===== config.mk =====
export PLATFORM = sky130hd
export DESIGN_NAME = rx_error_status
export DESIGN_NICKNAME = d
export VERILOG_FILES = /design/src/rx_err_pkg.sv /design/src/rx_error_status.sv
export SDC_FILE = /design/constraint.sdc
export NUM_CORES = 1
export LEC_CHECK = 0
export BUFFER_PORTS_ARGS = -buffer_cell sky130_fd_sc_hd__buf_2
export CAP_MARGIN = 15
export CORE_UTILIZATION = 50
export DETAILED_ROUTE_END_ITERATION = 8
export PLACE_DENSITY = 0.79
export SYNTH_ARGS = -nofsm -noshare
export SYNTH_HDL_FRONTEND = slang
export SYNTH_SLANG_ARGS = --single-unit

===== constraint.sdc =====
create_clock -name ref_clk -period 2.8 [get_ports ref_clk]
set_clock_uncertainty 0.05 [all_clocks]
set_input_delay 0.14 -clock ref_clk [delete_from_list [all_inputs] [get_ports ref_clk]]
set_output_delay 0.14 -clock ref_clk [all_outputs]
set_load 0.005 [all_outputs]

===== src/rx_err_pkg.sv =====
// Purpose : Shared constants and carriers for the receive error/status register bank
// Assumes : Register indices are word indices; byte address is four times the index
// Notes   : Field positions follow the register layouts of the bank
package rx_err_pkg;

  // Register word indices
  localparam logic [7:0] IDX_CHANNEL_CONFIG = 8'h20;
  localparam logic [7:0] IDX_MODE_CONFIG    = 8'h21;
  localparam logic [7:0] IDX_ERR_ENABLE_A   = 8'h22;
  localparam logic [7:0] IDX_ERR_ENABLE_B   = 8'h23;
  localparam logic [7:0] IDX_STATUS_FLAGS   = 8'h28;
  localparam logic [7:0] IDX_ERROR_COUNT    = 8'h29;
  localparam logic [7:0] IDX_LAST_PACKET    = 8'h2A;
  localparam logic [7:0] IDX_ERR_REPORT_A   = 8'h2B;
  localparam logic [7:0] IDX_IRQ_STATUS     = 8'h40;
  localparam logic [7:0] IDX_IRQ_MASK       = 8'h41;

  // Reset values
  localparam logic [7:0] RST_ERR_ENABLE_A   = 8'hFF;
  localparam logic [6:0] RST_ERR_ENABLE_B   = 7'h7F;
  localparam logic [3:0] RST_CHANNEL_MASK   = 4'hF;
  localparam logic [7:0] RST_ZERO           = 8'h00;

  // Status flag bit positions
  localparam int ST_FIFO_OVERFLOW   = 6;
  localparam int ST_FIFO_UNDERFLOW  = 5;
  localparam int ST_LINK_BUFFER     = 4;
  localparam int ST_CMD_OVERFLOW    = 3;
  localparam int ST_MISSING_EOT     = 2;
  localparam int ST_READ_NO_TURN    = 1;
  localparam int ST_ERROR_DETECTED  = 0;

  // Mode config bit positions
  localparam int MODE_HOLD_ERROR    = 4;
  localparam int MODE_NO_EOT_PACKET = 0;

  // Interrupt status bit positions
  localparam int IRQ_ERROR          = 0;
  localparam int IRQ_MISSING_EOT    = 1;
  localparam int IRQ_FIFO_OVERFLOW  = 2;
  localparam int IRQ_FIFO_UNDERFLOW = 3;
  localparam int IRQ_LINK_BUFFER    = 4;
  localparam int IRQ_BITS           = 5;

  // Pixel-stream type window on the low four bits of the type code
  localparam logic [3:0] PIXEL_TYPE_LOW  = 4'hB;
  localparam logic [3:0] PIXEL_TYPE_HIGH = 4'hE;

  // Lane-level error pulses, packed in enable-A bit order
  typedef struct packed {
    logic single_bit_ecc;
    logic lp1_contention;
    logic lp0_contention;
    logic lp_sync;
    logic hs_timeout;
    logic escape_entry;
    logic sot_sync;
    logic sot;
  } phy_errors_t;

  // Protocol error pulses from the packet decoder
  typedef struct packed {
    logic eot_sync;
    logic protocol;
    logic invalid_length;
    logic invalid_type;
    logic multi_bit_ecc;
  } proto_errors_t;

  typedef struct packed {
    logic       valid;
    logic [1:0] channel;
    logic [5:0] packet_type_code;
  } header_t;

  typedef struct packed {
    logic        valid;
    logic [15:0] received;
    logic [15:0] computed;
  } crc_check_t;

  typedef struct packed {
    logic valid;
    logic packet_seen;
  } eot_event_t;

  typedef struct packed {
    logic fifo_overflow;
    logic fifo_underflow;
    logic link_buffer_overflow;
  } buffer_events_t;

endpackage : rx_err_pkg


===== src/rx_error_status.sv =====
// Purpose : Receive error enables, sticky status, packet capture and error count
// Assumes : Event inputs are one-cycle pulses synchronous to ref_clk
// Notes   : Avalon-MM slave with one wait state on every access
// Function
// - Enable A, reset all ones, gates eight lane errors onto combined error
// - Enable B, bits 6..0 reset set, bit 7 reserved, gates seven protocol errors
// - Checksum error is a mismatch of the 16-bit CRC trailing a long packet
// - Status bit 6 sets on cross-domain video FIFO overflow
// - Status read clears overflow flag unless an overflow arrives that cycle
// - Status bit 4 sets on link buffer overflow, clears on status read
// - Status bit 3 command FIFO overflow never sets
// - Status bit 1 read without turnaround stays zero
// - Status bit 2 sets on EOT without EOT packet when mode bit is 0
// - Status bit 0 sets on any enabled error, clears on status read
// - Count of detected error events readable from a count register
// - Capture bits 7-6 hold last pixel packet channel, reset zero, read-only
// - Capture bits 5-0 hold last pixel packet type code
// - Capture updates only when type low nibble lies in 0xB..0xE
// - Hold-error 1 latches combined error, 0 shows pulses
// - No-EOT-packet mode 0 reports missing EOT packet as an error
// - Channel not enabled in mask raises invalid channel error, no filtering
//
// Implementation choice: the Avalon-MM interface to the registers.
module rx_error_status #(
  parameter int COUNT_W = 8
) (
  input  wire logic                       ref_clk,
  input  wire logic                       sys_rst,
  input  wire logic [9:0]                 address,
  input  wire logic                       read,
  input  wire logic                       write,
  input  wire logic [31:0]                writedata,
  output logic      [31:0]                readdata,
  output logic                            waitrequest,
  input  wire rx_err_pkg::phy_errors_t    phy_errors,
  input  wire rx_err_pkg::proto_errors_t  proto_errors,
  input  wire rx_err_pkg::header_t        header,
  input  wire rx_err_pkg::crc_check_t     crc_check,
  input  wire rx_err_pkg::eot_event_t     eot_event,
  input  wire rx_err_pkg::buffer_events_t buffer_events,
  output logic                            rx_error,
  output logic                            irq
);
  import rx_err_pkg::*;

  // Sticky flag with set winning over clear
  function automatic logic [7:0] sticky(input logic [7:0] cur,
                                        input logic [7:0] set,
                                        input logic [7:0] clr);
    sticky = (cur & ~clr) | set;
  endfunction : sticky

  function automatic logic is_pixel_type(input logic [5:0] code);
    is_pixel_type = (code[3:0] >= PIXEL_TYPE_LOW) && (code[3:0] <= PIXEL_TYPE_HIGH);
  endfunction : is_pixel_type

  logic [3:0]         channel_enable_mask;
  logic               hold_error;
  logic               no_eot_packet_mode;
  logic [7:0]         error_enable_a;
  logic [6:0]         error_enable_b;
  logic [7:0]         status_flags;
  logic [COUNT_W-1:0] error_count;
  logic [1:0]         last_virtual_channel;
  logic [5:0]         last_packet_type;
  logic [7:0]         error_report_a;
  logic [7:0]         irq_status;
  logic [7:0]         irq_mask;
  logic               ack;
  logic               held_error;

  logic [7:0]  index;
  logic        wr_done;
  logic        rd_done;
  logic        status_read;
  logic        report_read;
  logic        invalid_channel;
  logic        checksum_error;
  logic        missing_eot;
  logic [6:0]  proto_vec;
  logic [7:0]  enabled_a;
  logic [6:0]  enabled_b;
  logic        enabled_any;
  logic [7:0]  status_set;
  logic [7:0]  report_set;
  logic [7:0]  irq_set;
  logic [7:0]  next_readdata;

  assign index       = address[9:2];
  assign waitrequest = (read | write) & ~ack;
  assign wr_done     = write & ack;
  assign rd_done     = read & ack;
  assign status_read = rd_done && (index == IDX_STATUS_FLAGS);
  assign report_read = rd_done && (index == IDX_ERR_REPORT_A);

  // Bus handshake: request seen at one edge, completed at the next
  always_ff @(posedge ref_clk) begin
    if (sys_rst) begin
      ack <= 1'b0;
    end else begin
      ack <= (read | write) & ~ack;
    end
  end

  assign invalid_channel = header.valid & ~channel_enable_mask[header.channel];
  assign checksum_error  = crc_check.valid && (crc_check.received != crc_check.computed);
  assign missing_eot     = eot_event.valid & ~eot_event.packet_seen & ~no_eot_packet_mode;

  assign proto_vec = {proto_errors.eot_sync, proto_errors.protocol,
                      proto_errors.invalid_length, invalid_channel,
                      proto_errors.invalid_type, checksum_error,
                      proto_errors.multi_bit_ecc};

  assign enabled_a   = phy_errors & error_enable_a;
  assign enabled_b   = proto_vec & error_enable_b;
  assign enabled_any = (|enabled_a) | (|enabled_b);

  always_comb begin
    status_set = 8'h00;
    status_set[ST_FIFO_OVERFLOW]  = buffer_events.fifo_overflow;
    status_set[ST_FIFO_UNDERFLOW] = buffer_events.fifo_underflow;
    status_set[ST_LINK_BUFFER]    = buffer_events.link_buffer_overflow;
    status_set[ST_CMD_OVERFLOW]   = 1'b0;
    status_set[ST_MISSING_EOT]    = missing_eot;
    status_set[ST_READ_NO_TURN]   = 1'b0;
    status_set[ST_ERROR_DETECTED] = enabled_any;
  end

  // clear on read, simultaneous set wins
  always_ff @(posedge ref_clk) begin
    if (sys_rst) begin
      status_flags <= RST_ZERO;
    end else begin
      status_flags <= sticky(status_flags, status_set, {8{status_read}});
    end
  end

  // Report register mirrors enabled B bits 5..0 and enabled A bit 7 in its own layout; clears on its own read
  always_comb begin
    report_set    = 8'h00;
    report_set[7] = enabled_b[5];
    report_set[5] = enabled_b[4];
    report_set[4] = enabled_b[3];
    report_set[3] = enabled_b[2];
    report_set[2] = enabled_b[1];
    report_set[1] = enabled_b[0];
    report_set[0] = enabled_a[7];
  end

  always_ff @(posedge ref_clk) begin
    if (sys_rst) begin
      error_report_a <= RST_ZERO;
    end else begin
      error_report_a <= sticky(error_report_a, report_set, {8{report_read}});
    end
  end

  always_ff @(posedge ref_clk) begin
    if (sys_rst) begin
      error_count <= '0;
    end else if (enabled_any && (error_count != {COUNT_W{1'b1}})) begin
      error_count <= error_count + 1'b1;
    end
  end

  always_ff @(posedge ref_clk) begin
    if (sys_rst) begin
      last_virtual_channel <= 2'h0;
      last_packet_type     <= 6'h00;
    end else if (header.valid && is_pixel_type(header.packet_type_code)) begin
      last_virtual_channel <= header.channel;
      last_packet_type     <= header.packet_type_code;
    end
  end

  // held copy clears with the status read, new error still wins
  always_ff @(posedge ref_clk) begin
    if (sys_rst) begin
      held_error <= 1'b0;
    end else begin
      held_error <= (held_error & ~status_read) | enabled_any;
    end
  end

  always_ff @(posedge ref_clk) begin
    if (sys_rst) begin
      rx_error <= 1'b0;
    end else if (hold_error) begin
      rx_error <= (held_error & ~status_read) | enabled_any;
    end else begin
      rx_error <= enabled_any;
    end
  end

  // Configuration writes
  always_ff @(posedge ref_clk) begin
    if (sys_rst) begin
      channel_enable_mask <= RST_CHANNEL_MASK;
      hold_error          <= 1'b0;
      no_eot_packet_mode  <= 1'b0;
      error_enable_a      <= RST_ERR_ENABLE_A;
      error_enable_b      <= RST_ERR_ENABLE_B;
      irq_mask            <= RST_ZERO;
    end else if (wr_done) begin
      case (index)
        IDX_CHANNEL_CONFIG: begin
          channel_enable_mask <= writedata[3:0];
        end
        IDX_MODE_CONFIG: begin
          hold_error         <= writedata[MODE_HOLD_ERROR];
          no_eot_packet_mode <= writedata[MODE_NO_EOT_PACKET];
        end
        IDX_ERR_ENABLE_A: begin
          error_enable_a <= writedata[7:0];
        end
        IDX_ERR_ENABLE_B: begin
          error_enable_b <= writedata[6:0];
        end
        IDX_IRQ_MASK: begin
          irq_mask <= {3'h0, writedata[IRQ_BITS-1:0]};
        end
        default: begin
        end
      endcase
    end
  end

  always_comb begin
    irq_set = 8'h00;
    irq_set[IRQ_ERROR]          = enabled_any;
    irq_set[IRQ_MISSING_EOT]    = missing_eot;
    irq_set[IRQ_FIFO_OVERFLOW]  = buffer_events.fifo_overflow;
    irq_set[IRQ_FIFO_UNDERFLOW] = buffer_events.fifo_underflow;
    irq_set[IRQ_LINK_BUFFER]    = buffer_events.link_buffer_overflow;
  end

  // Write one to clear; an event in the same cycle keeps its bit
  always_ff @(posedge ref_clk) begin
    if (sys_rst) begin
      irq_status <= RST_ZERO;
    end else begin
      irq_status <= sticky(irq_status, irq_set,
                           (wr_done && (index == IDX_IRQ_STATUS)) ? writedata[7:0] : 8'h00);
    end
  end

  always_ff @(posedge ref_clk) begin
    if (sys_rst) begin
      irq <= 1'b0;
    end else begin
      irq <= |(irq_status & irq_mask);
    end
  end

  // Read mux; unmapped indices read zero
  always_comb begin
    case (index)
      IDX_CHANNEL_CONFIG: next_readdata = {4'h0, channel_enable_mask};
      IDX_MODE_CONFIG:    next_readdata = {3'h0, hold_error, 3'h0, no_eot_packet_mode};
      IDX_ERR_ENABLE_A:   next_readdata = error_enable_a;
      IDX_ERR_ENABLE_B:   next_readdata = {1'b0, error_enable_b};
      IDX_STATUS_FLAGS:   next_readdata = status_flags;
      IDX_ERROR_COUNT:    next_readdata = 8'(error_count);
      IDX_LAST_PACKET:    next_readdata = {last_virtual_channel, last_packet_type};
      IDX_ERR_REPORT_A:   next_readdata = error_report_a;
      IDX_IRQ_STATUS:     next_readdata = irq_status;
      IDX_IRQ_MASK:       next_readdata = irq_mask;
      default:            next_readdata = 8'h00;
    endcase
  end

  // Data is captured in the wait cycle so it stands at the completing edge
  always_ff @(posedge ref_clk) begin
    if (sys_rst) begin
      readdata <= 32'h00000000;
    end else if (read && !ack) begin
      readdata <= {24'h000000, next_readdata};
    end
  end

endmodule : rx_error_status


== Word level (Yosys, flattened, before mapping) ==
Cells that the tools add are included.

* Register bits after elaboration: 78
* Latch bits: 0
* Memory bits (writable): 0
* ROM bits: 0
* Input bits: 106
* Output and inout bits: 35
* Logic and storage cells: 82
* Memories kept: 0

* Add/sub/neg operators: 1
* Multiply operators: 0
* Divide/modulo/power cells: 0
* $lt $le $gt $ge: 3
* Equality and inequality tests: 12
* Shift operators: 0
* Multiplexer cells: 5
* Bitwise operators: 27
* Reduce and logical (&&, ||, !) cells: 17

{| class="wikitable"
|+ Operators by type and width
! cell !! number
|-
| 8-bit one-hot mux with 10 select lines || 1
|-
| 8-bit by 6-bit equality test with 1-bit output, second input constant || 8
|-
| 8-bit AND || 4
|-
| 8-bit NOT || 3
|-
| 8-bit by 7-bit equality test with 1-bit output, second input constant || 2
|-
| 16-bit inequality test || 1
|-
| 8-bit OR reduction || 2
|-
| 2-bit AND reduction || 5
|-
| 8-bit by 1-bit adder with 8-bit output, second input constant || 1
|-
| 8-bit by 5-bit AND with 8-bit output || 1
|-
| 1-bit logical AND || 8
|-
| 8-bit two-way mux || 1
|-
| 8-bit inequality test, second input constant || 1
|-
| 8-bit by 5-bit OR with 8-bit output || 1
|-
| 8-bit by 7-bit OR with 8-bit output || 1
|-
| 8-bit OR || 1
|-
| 1-bit AND || 7
|-
| 7-bit AND || 1
|-
| 7-bit OR reduction || 1
|-
| 1-bit NOT || 5
|-
| 4-bit >= comparator, second input constant || 1
|-
| 4-bit <= comparator, second input constant || 1
|-
| 2-bit by 3-bit less-than comparator with 1-bit output, second input constant || 1
|-
| 1-bit OR || 3
|-
| other kinds (3) || 4
|}

== Longest topological paths before layout ==
* Depth after elaboration: 9
* Depth in mapped cells: 8
* Mapped depth without buffers: 7

== Worst setup path before layout ==
Ideal clock, no wire load.

* Path type: reg-to-reg
* Start point: register error_count[0]
* End point: register error_count[7]
* Setup time: 0.123 ns
* Arrival: 1.782 ns
* Data required time: 2.627 ns
* Slack: 0.845 ns
* Cell stages (with the launch flop): 9
* Buffers on the path: 1
* Clock period less this slack: 1.955 ns
* Path through: dfxtp_1 -> ha_1 -> and3_1 -> nand3_1 -> or2_2 -> clkbuf_1 -> nand4_1 -> nor3_1 -> mux2_1

* Longest elaborated chain between the ends: 2
* Elaborated cells between the ends (all ways): 3
* Those cells by class: 1 x add/sub; 1 x eq/ne; 1 x reduce/logical

{| class="wikitable"
|+ Ends and longest elaborated chain
! what !! line !! source
|-
| from (decl) || rx_error_status.sv:63 || <nowiki>logic [COUNT_W-1:0] error_count;</nowiki>
|-
| from (signal assigned) || rx_error_status.sv:162 || <nowiki>error_count <= error_count + 1'b1;</nowiki>
|-
| branches (longest 2 deep; another with 8-bit by 1-bit adder with 8-bit output) || n/a ||
|}

Several ways; the timed one is not identified.
A chain may end at the register's enable or synchronous reset.

== Final worst setup path ==
* Start point: register error_enable_a[7]
* End point: register error_count[7]

* Longest elaborated chain between the ends: 4

{| class="wikitable"
|+ Ends and longest elaborated chain
! what !! line !! source
|-
| from (decl) || rx_error_status.sv:60 || <nowiki>logic [7:0] error_enable_a;</nowiki>
|-
| from (signal assigned) || rx_error_status.sv:214 || <nowiki>error_enable_a <= writedata[7:0];</nowiki>
|-
| 8-bit AND || rx_error_status.sv:114 || <nowiki>assign enabled_a = phy_errors & error_enable_a;</nowiki>
|-
| 8-bit OR reduction || rx_error_status.sv:116 || <nowiki>assign enabled_any = (|enabled_a) | (|enabled_b);</nowiki>
|-
| 1-bit OR || rx_error_status.sv:116 ||
|-
| 1-bit logical AND || rx_error_status.sv:161 || <nowiki>end else if (enabled_any && (error_count != {COUNT_W{1'b1}})) begin</nowiki>
|}

Every way passes these cells.

==> results.json <==
{
  "clk_latency_ps": 350,
  "antenna_found_initial": 0,
  "ys_warn_count": 0,
  "routabilityCongestion": 0.909,
  "diodes": 0,
  "rsz0062_at_grt": "false",
  "finalNetCount": 659,
  "hp-start": "header[2]",
  "drc_errors": 0,
  "holdWs_ps": 7.67,
  "ys_top_cells_by_area": "dfxtp_1 39%, mux2i_1 6.5%, nand2_1 6.2%, buf_4 5.2%, nor2_1 4.1%",
  "cpLargestDelayFamily": "simple AND/OR/NAND/NOR gates",
  "drt_iter0_drc": 401,
  "port_buffers": 90,
  "ys_seq_area_share_pct": 38.8,
  "area_growth_syn_to_layout_pct": 18.1,
  "cts_max_level": 3,
  "num_vias": 3818,
  "setup_violations": 0,
  "die-area_um2": 8410,
  "clockBufferDepth": 2,
  "swShare_pct": 25.1,
  "initial_core_util_pct": 51.8,
  "synthArstFlopShare_pct": 0,
  "p_per_area_nw_per_um2": 502,
  "worst-path-buf-inv": 0,
  "stdcell_count": 659,
  "max_stage_delay_ps": 420,
  "grt_start_max_net_pins": 47,
  "timing.final.ws_setup_ps": 593,
  "grt.overflow.total": 0,
  "first_global_vias": 3635,
  "period_needed_ps": 2210,
  "r2r_slack_ps": 590,
  "whs_path_depth": 3,
  "crit_required_ps": 2990,
  "switchingPower_uw": 598,
  "drtPass1Iterations": 6,
  "combPwrFrac_pct": 11.0,
  "netlist.area_leader.share_pct": 38.8,
  "end_kind": "register",
  "core-area_um2": 7770,
  "slowest_stage": "or3_4",
  "ys.flop_type": "dfxtp_1",
  "synth_cell_types": 60,
  "whs_endpoint": "last_packet_type[2]$_SDFFE_PP0P_",
  "synth_area_um2": 4020,
  "peakVddDrop_v": 0.000395,
  "synth_top_area_cell": "dfxtp_1",
  "dp_hpwl_um": 8060,
  "cellLeakagePower_uw": 0.00214,
  "drt-vias-per-instance": 5.79,
  "crit_type": "reg2reg",
  "final_hold_viol_count": 0,
  "internal-power_uw": 1790,
  "drt-wirelength-per-cell_um": 17.1,
  "post_cts_buffers": 0,
  "drive_gt1_share_pct": 23.9,
  "synth_edf_count": 0,
  "syn_area_per_cell_um2": 8.70,
  "worstMarginPinSlew_ps": 650,
  "worst-r2r-cell-count": 6,
  "slew_viol_final": 0,
  "crit_path_max_fanout": 9,
  "maxCapViolCount": 0,
  "die_w_um": 91.7,
  "cts_buffers": 9,
  "p_seq_share_pct": 48.7,
  "rows": 32,
  "cts_tree": "built",
  "min_path_type": "in2reg",
  "drtAntennaViolNets": 0,
  "clkTransAtPathRegs_ps": 80,
  "startpoint_type": "register",
  "grt_usage_pct": 27.9,
  "arrival_ps": 2400,
  "slew_headroom_pct": 56.5,
  "cp.depth": 6,
  "path_cells": "a222oi_1 > nand4_1 > or3_4 > a21oi_4 > nor3_1 > mux2_1",
  "synthCells": 462,
  "wl_um": 11300,
  "clkPwrFrac_pct": 40.3,
  "dp_slack_ps": 591,
  "cts-root-buf": "clkbuf_8",
  "rr_startpoint": "error_enable_a[7]$_SDFFE_PP1P_",
  "pin_count": 141,
  "r2r-end": "error_count[7]$_SDFFE_PP0P_",
  "grt_pass1_wl_um": 18100,
  "cts_sinks": 78,
  "status": "finished clean",
  "synth_seq_cells": 78,
  "tns_ps": 0,
  "finalCritPeriodShare_pct": 78.8,
  "placedCellCount": 633,
  "fmaxAchievable_mhz": 453,
  "die_h_um": 91.7
}
## power groups by stage
stage / combinational [uW] / clock, uW / sequential, uW
CTS: 257 / 969 / 1160
finish: 262 / 961 / 1160
global placement: 237 / 0 / 1180
detailed placement: 243 / 0 / 1190
global route: 285 / 1020 / 1160
floorplan: 167 / 0 / 1180
## timing repair
action | 4_1_cts | 5_1_grt
hold endpoints to repair | 18 | 0
gates resized for setup | 0 | 0
hold buffers | 10 | 0
## sequential cells by signal (all words and copies together) (netlist names), 6 cells and up
register / flops
error_enable_b: 7
readdata: 8
last_packet_type: 6
irq_status: 8
error_count: 8
status_flags: 8
error_enable_a: 8
error_report_a: 8
## worst max-delay path by stage
| stage | start | end | slack (ps) |
|---|---|---|---|
| 2_1_floorplan | error_count[0]$_SDFFE_PP0P_ | error_count[7]$_SDFFE_PP0P_ | 840 |
| 3_5_place_dp | address[2] | status_flags[7]$_SDFF_PP0_ | 590 |
| 4_1_cts | error_enable_a[7]$_SDFFE_PP1P_ | error_count[7]$_SDFFE_PP0P_ | 600 |
| 6_report | error_enable_a[7]$_SDFFE_PP1P_ | error_count[7]$_SDFFE_PP0P_ | 590 |
| 3_3_place_gp | address[2] | status_flags[3]$_SDFF_PP0_ | 660 |
| 5_1_grt | error_enable_a[7]$_SDFFE_PP1P_ | error_count[7]$_SDFFE_PP0P_ | 480 |
## cells by family (layout without fill, tap and decap cells)
| family | count (synthesis) | after routing | synth area share [%] |
|---|---|---|---|
| flops | 78 | 78 | 38.8 |
| simple gates | 193 | 193 | 23.9 |
| other cells | 1 | 24 | 0.0933 |
| xor+xnor | 17 | 17 | 3.70 |
| compound gates | 84 | 84 | 14.5 |
| mux | 39 | 39 | 11.1 |
| fa+ha+maj | 1 | 1 | 0.311 |
| buf+inv | 49 | 121 | 7.50 |
## stage by stage
step | total power, uW | cell area (um^2) | utilization [%]
3_5_place_dp | 1430 | 4420 | 56.9
2_1_floorplan | 1340 | 4110 | -
4_1_cts | 2390 | 4750 | 61.2
6_report | 2380 | 4750 | 61.2
5_1_grt | 2460 | 4750 | 61.2
3_3_place_gp | 1420 | 4420 | 56.9
## Yosys cell counts, types with 6 or more instances
cell type	instances
a22o_1	7
nor4_1	6
xor2_1	16
nand2_1	66
buf_4	28
and3_1	12
dfxtp_1	78
nand4_1	6
nand3_1	22
a21oi_1	27
nor2b_1	10
o21ai_0	9
mux2_2	7
nor3_1	7
a22oi_1	16
nor2_1	44
mux2i_1	26
clkbuf_1	14
## layout by cell type (no fill, tap or decap), types with 12 or more instances in the layout
cell / n
mux2i_1: 26
conb_1: 24
and3_1: 12
nor2_1: 44
dfxtp_1: 78
buf_2: 90
xor2_1: 16
nand2_1: 66
nand3_1: 22
a22oi_1: 16
a21oi_1: 27
## final cells by class
cell class | instances | area [um^2]
Fill cell | 705 | 3020
Multi-Input combinational cell | 358 | 2240
Sequential cell | 78 | 1560
Timing Repair Buffer | 104 | 581
Clock buffer | 10 | 138
Tap cell | 102 | 128
Clock inverter | 6 | 95.1
Inverter | 1 | 3.75
## worst register-to-register path, cell delays in order (launching register included)
cell and delay (ps):
dfxtp_1 360, a222oi_1 370, nand4_1 150, or3_4 420, a21oi_4 290, nor3_1 130, mux2_1 320
## metal layers
metal	part of all wire, %	GRT usage (%)	vias up
li1	-	-	1781
met1	41	35.4	1785
met2	48	45.6	220
met3	7.8	7.05	32
met4	3.1	11.0	0
met5	0	0	-
Note: power is estimated with default switching activity, not from simulation.
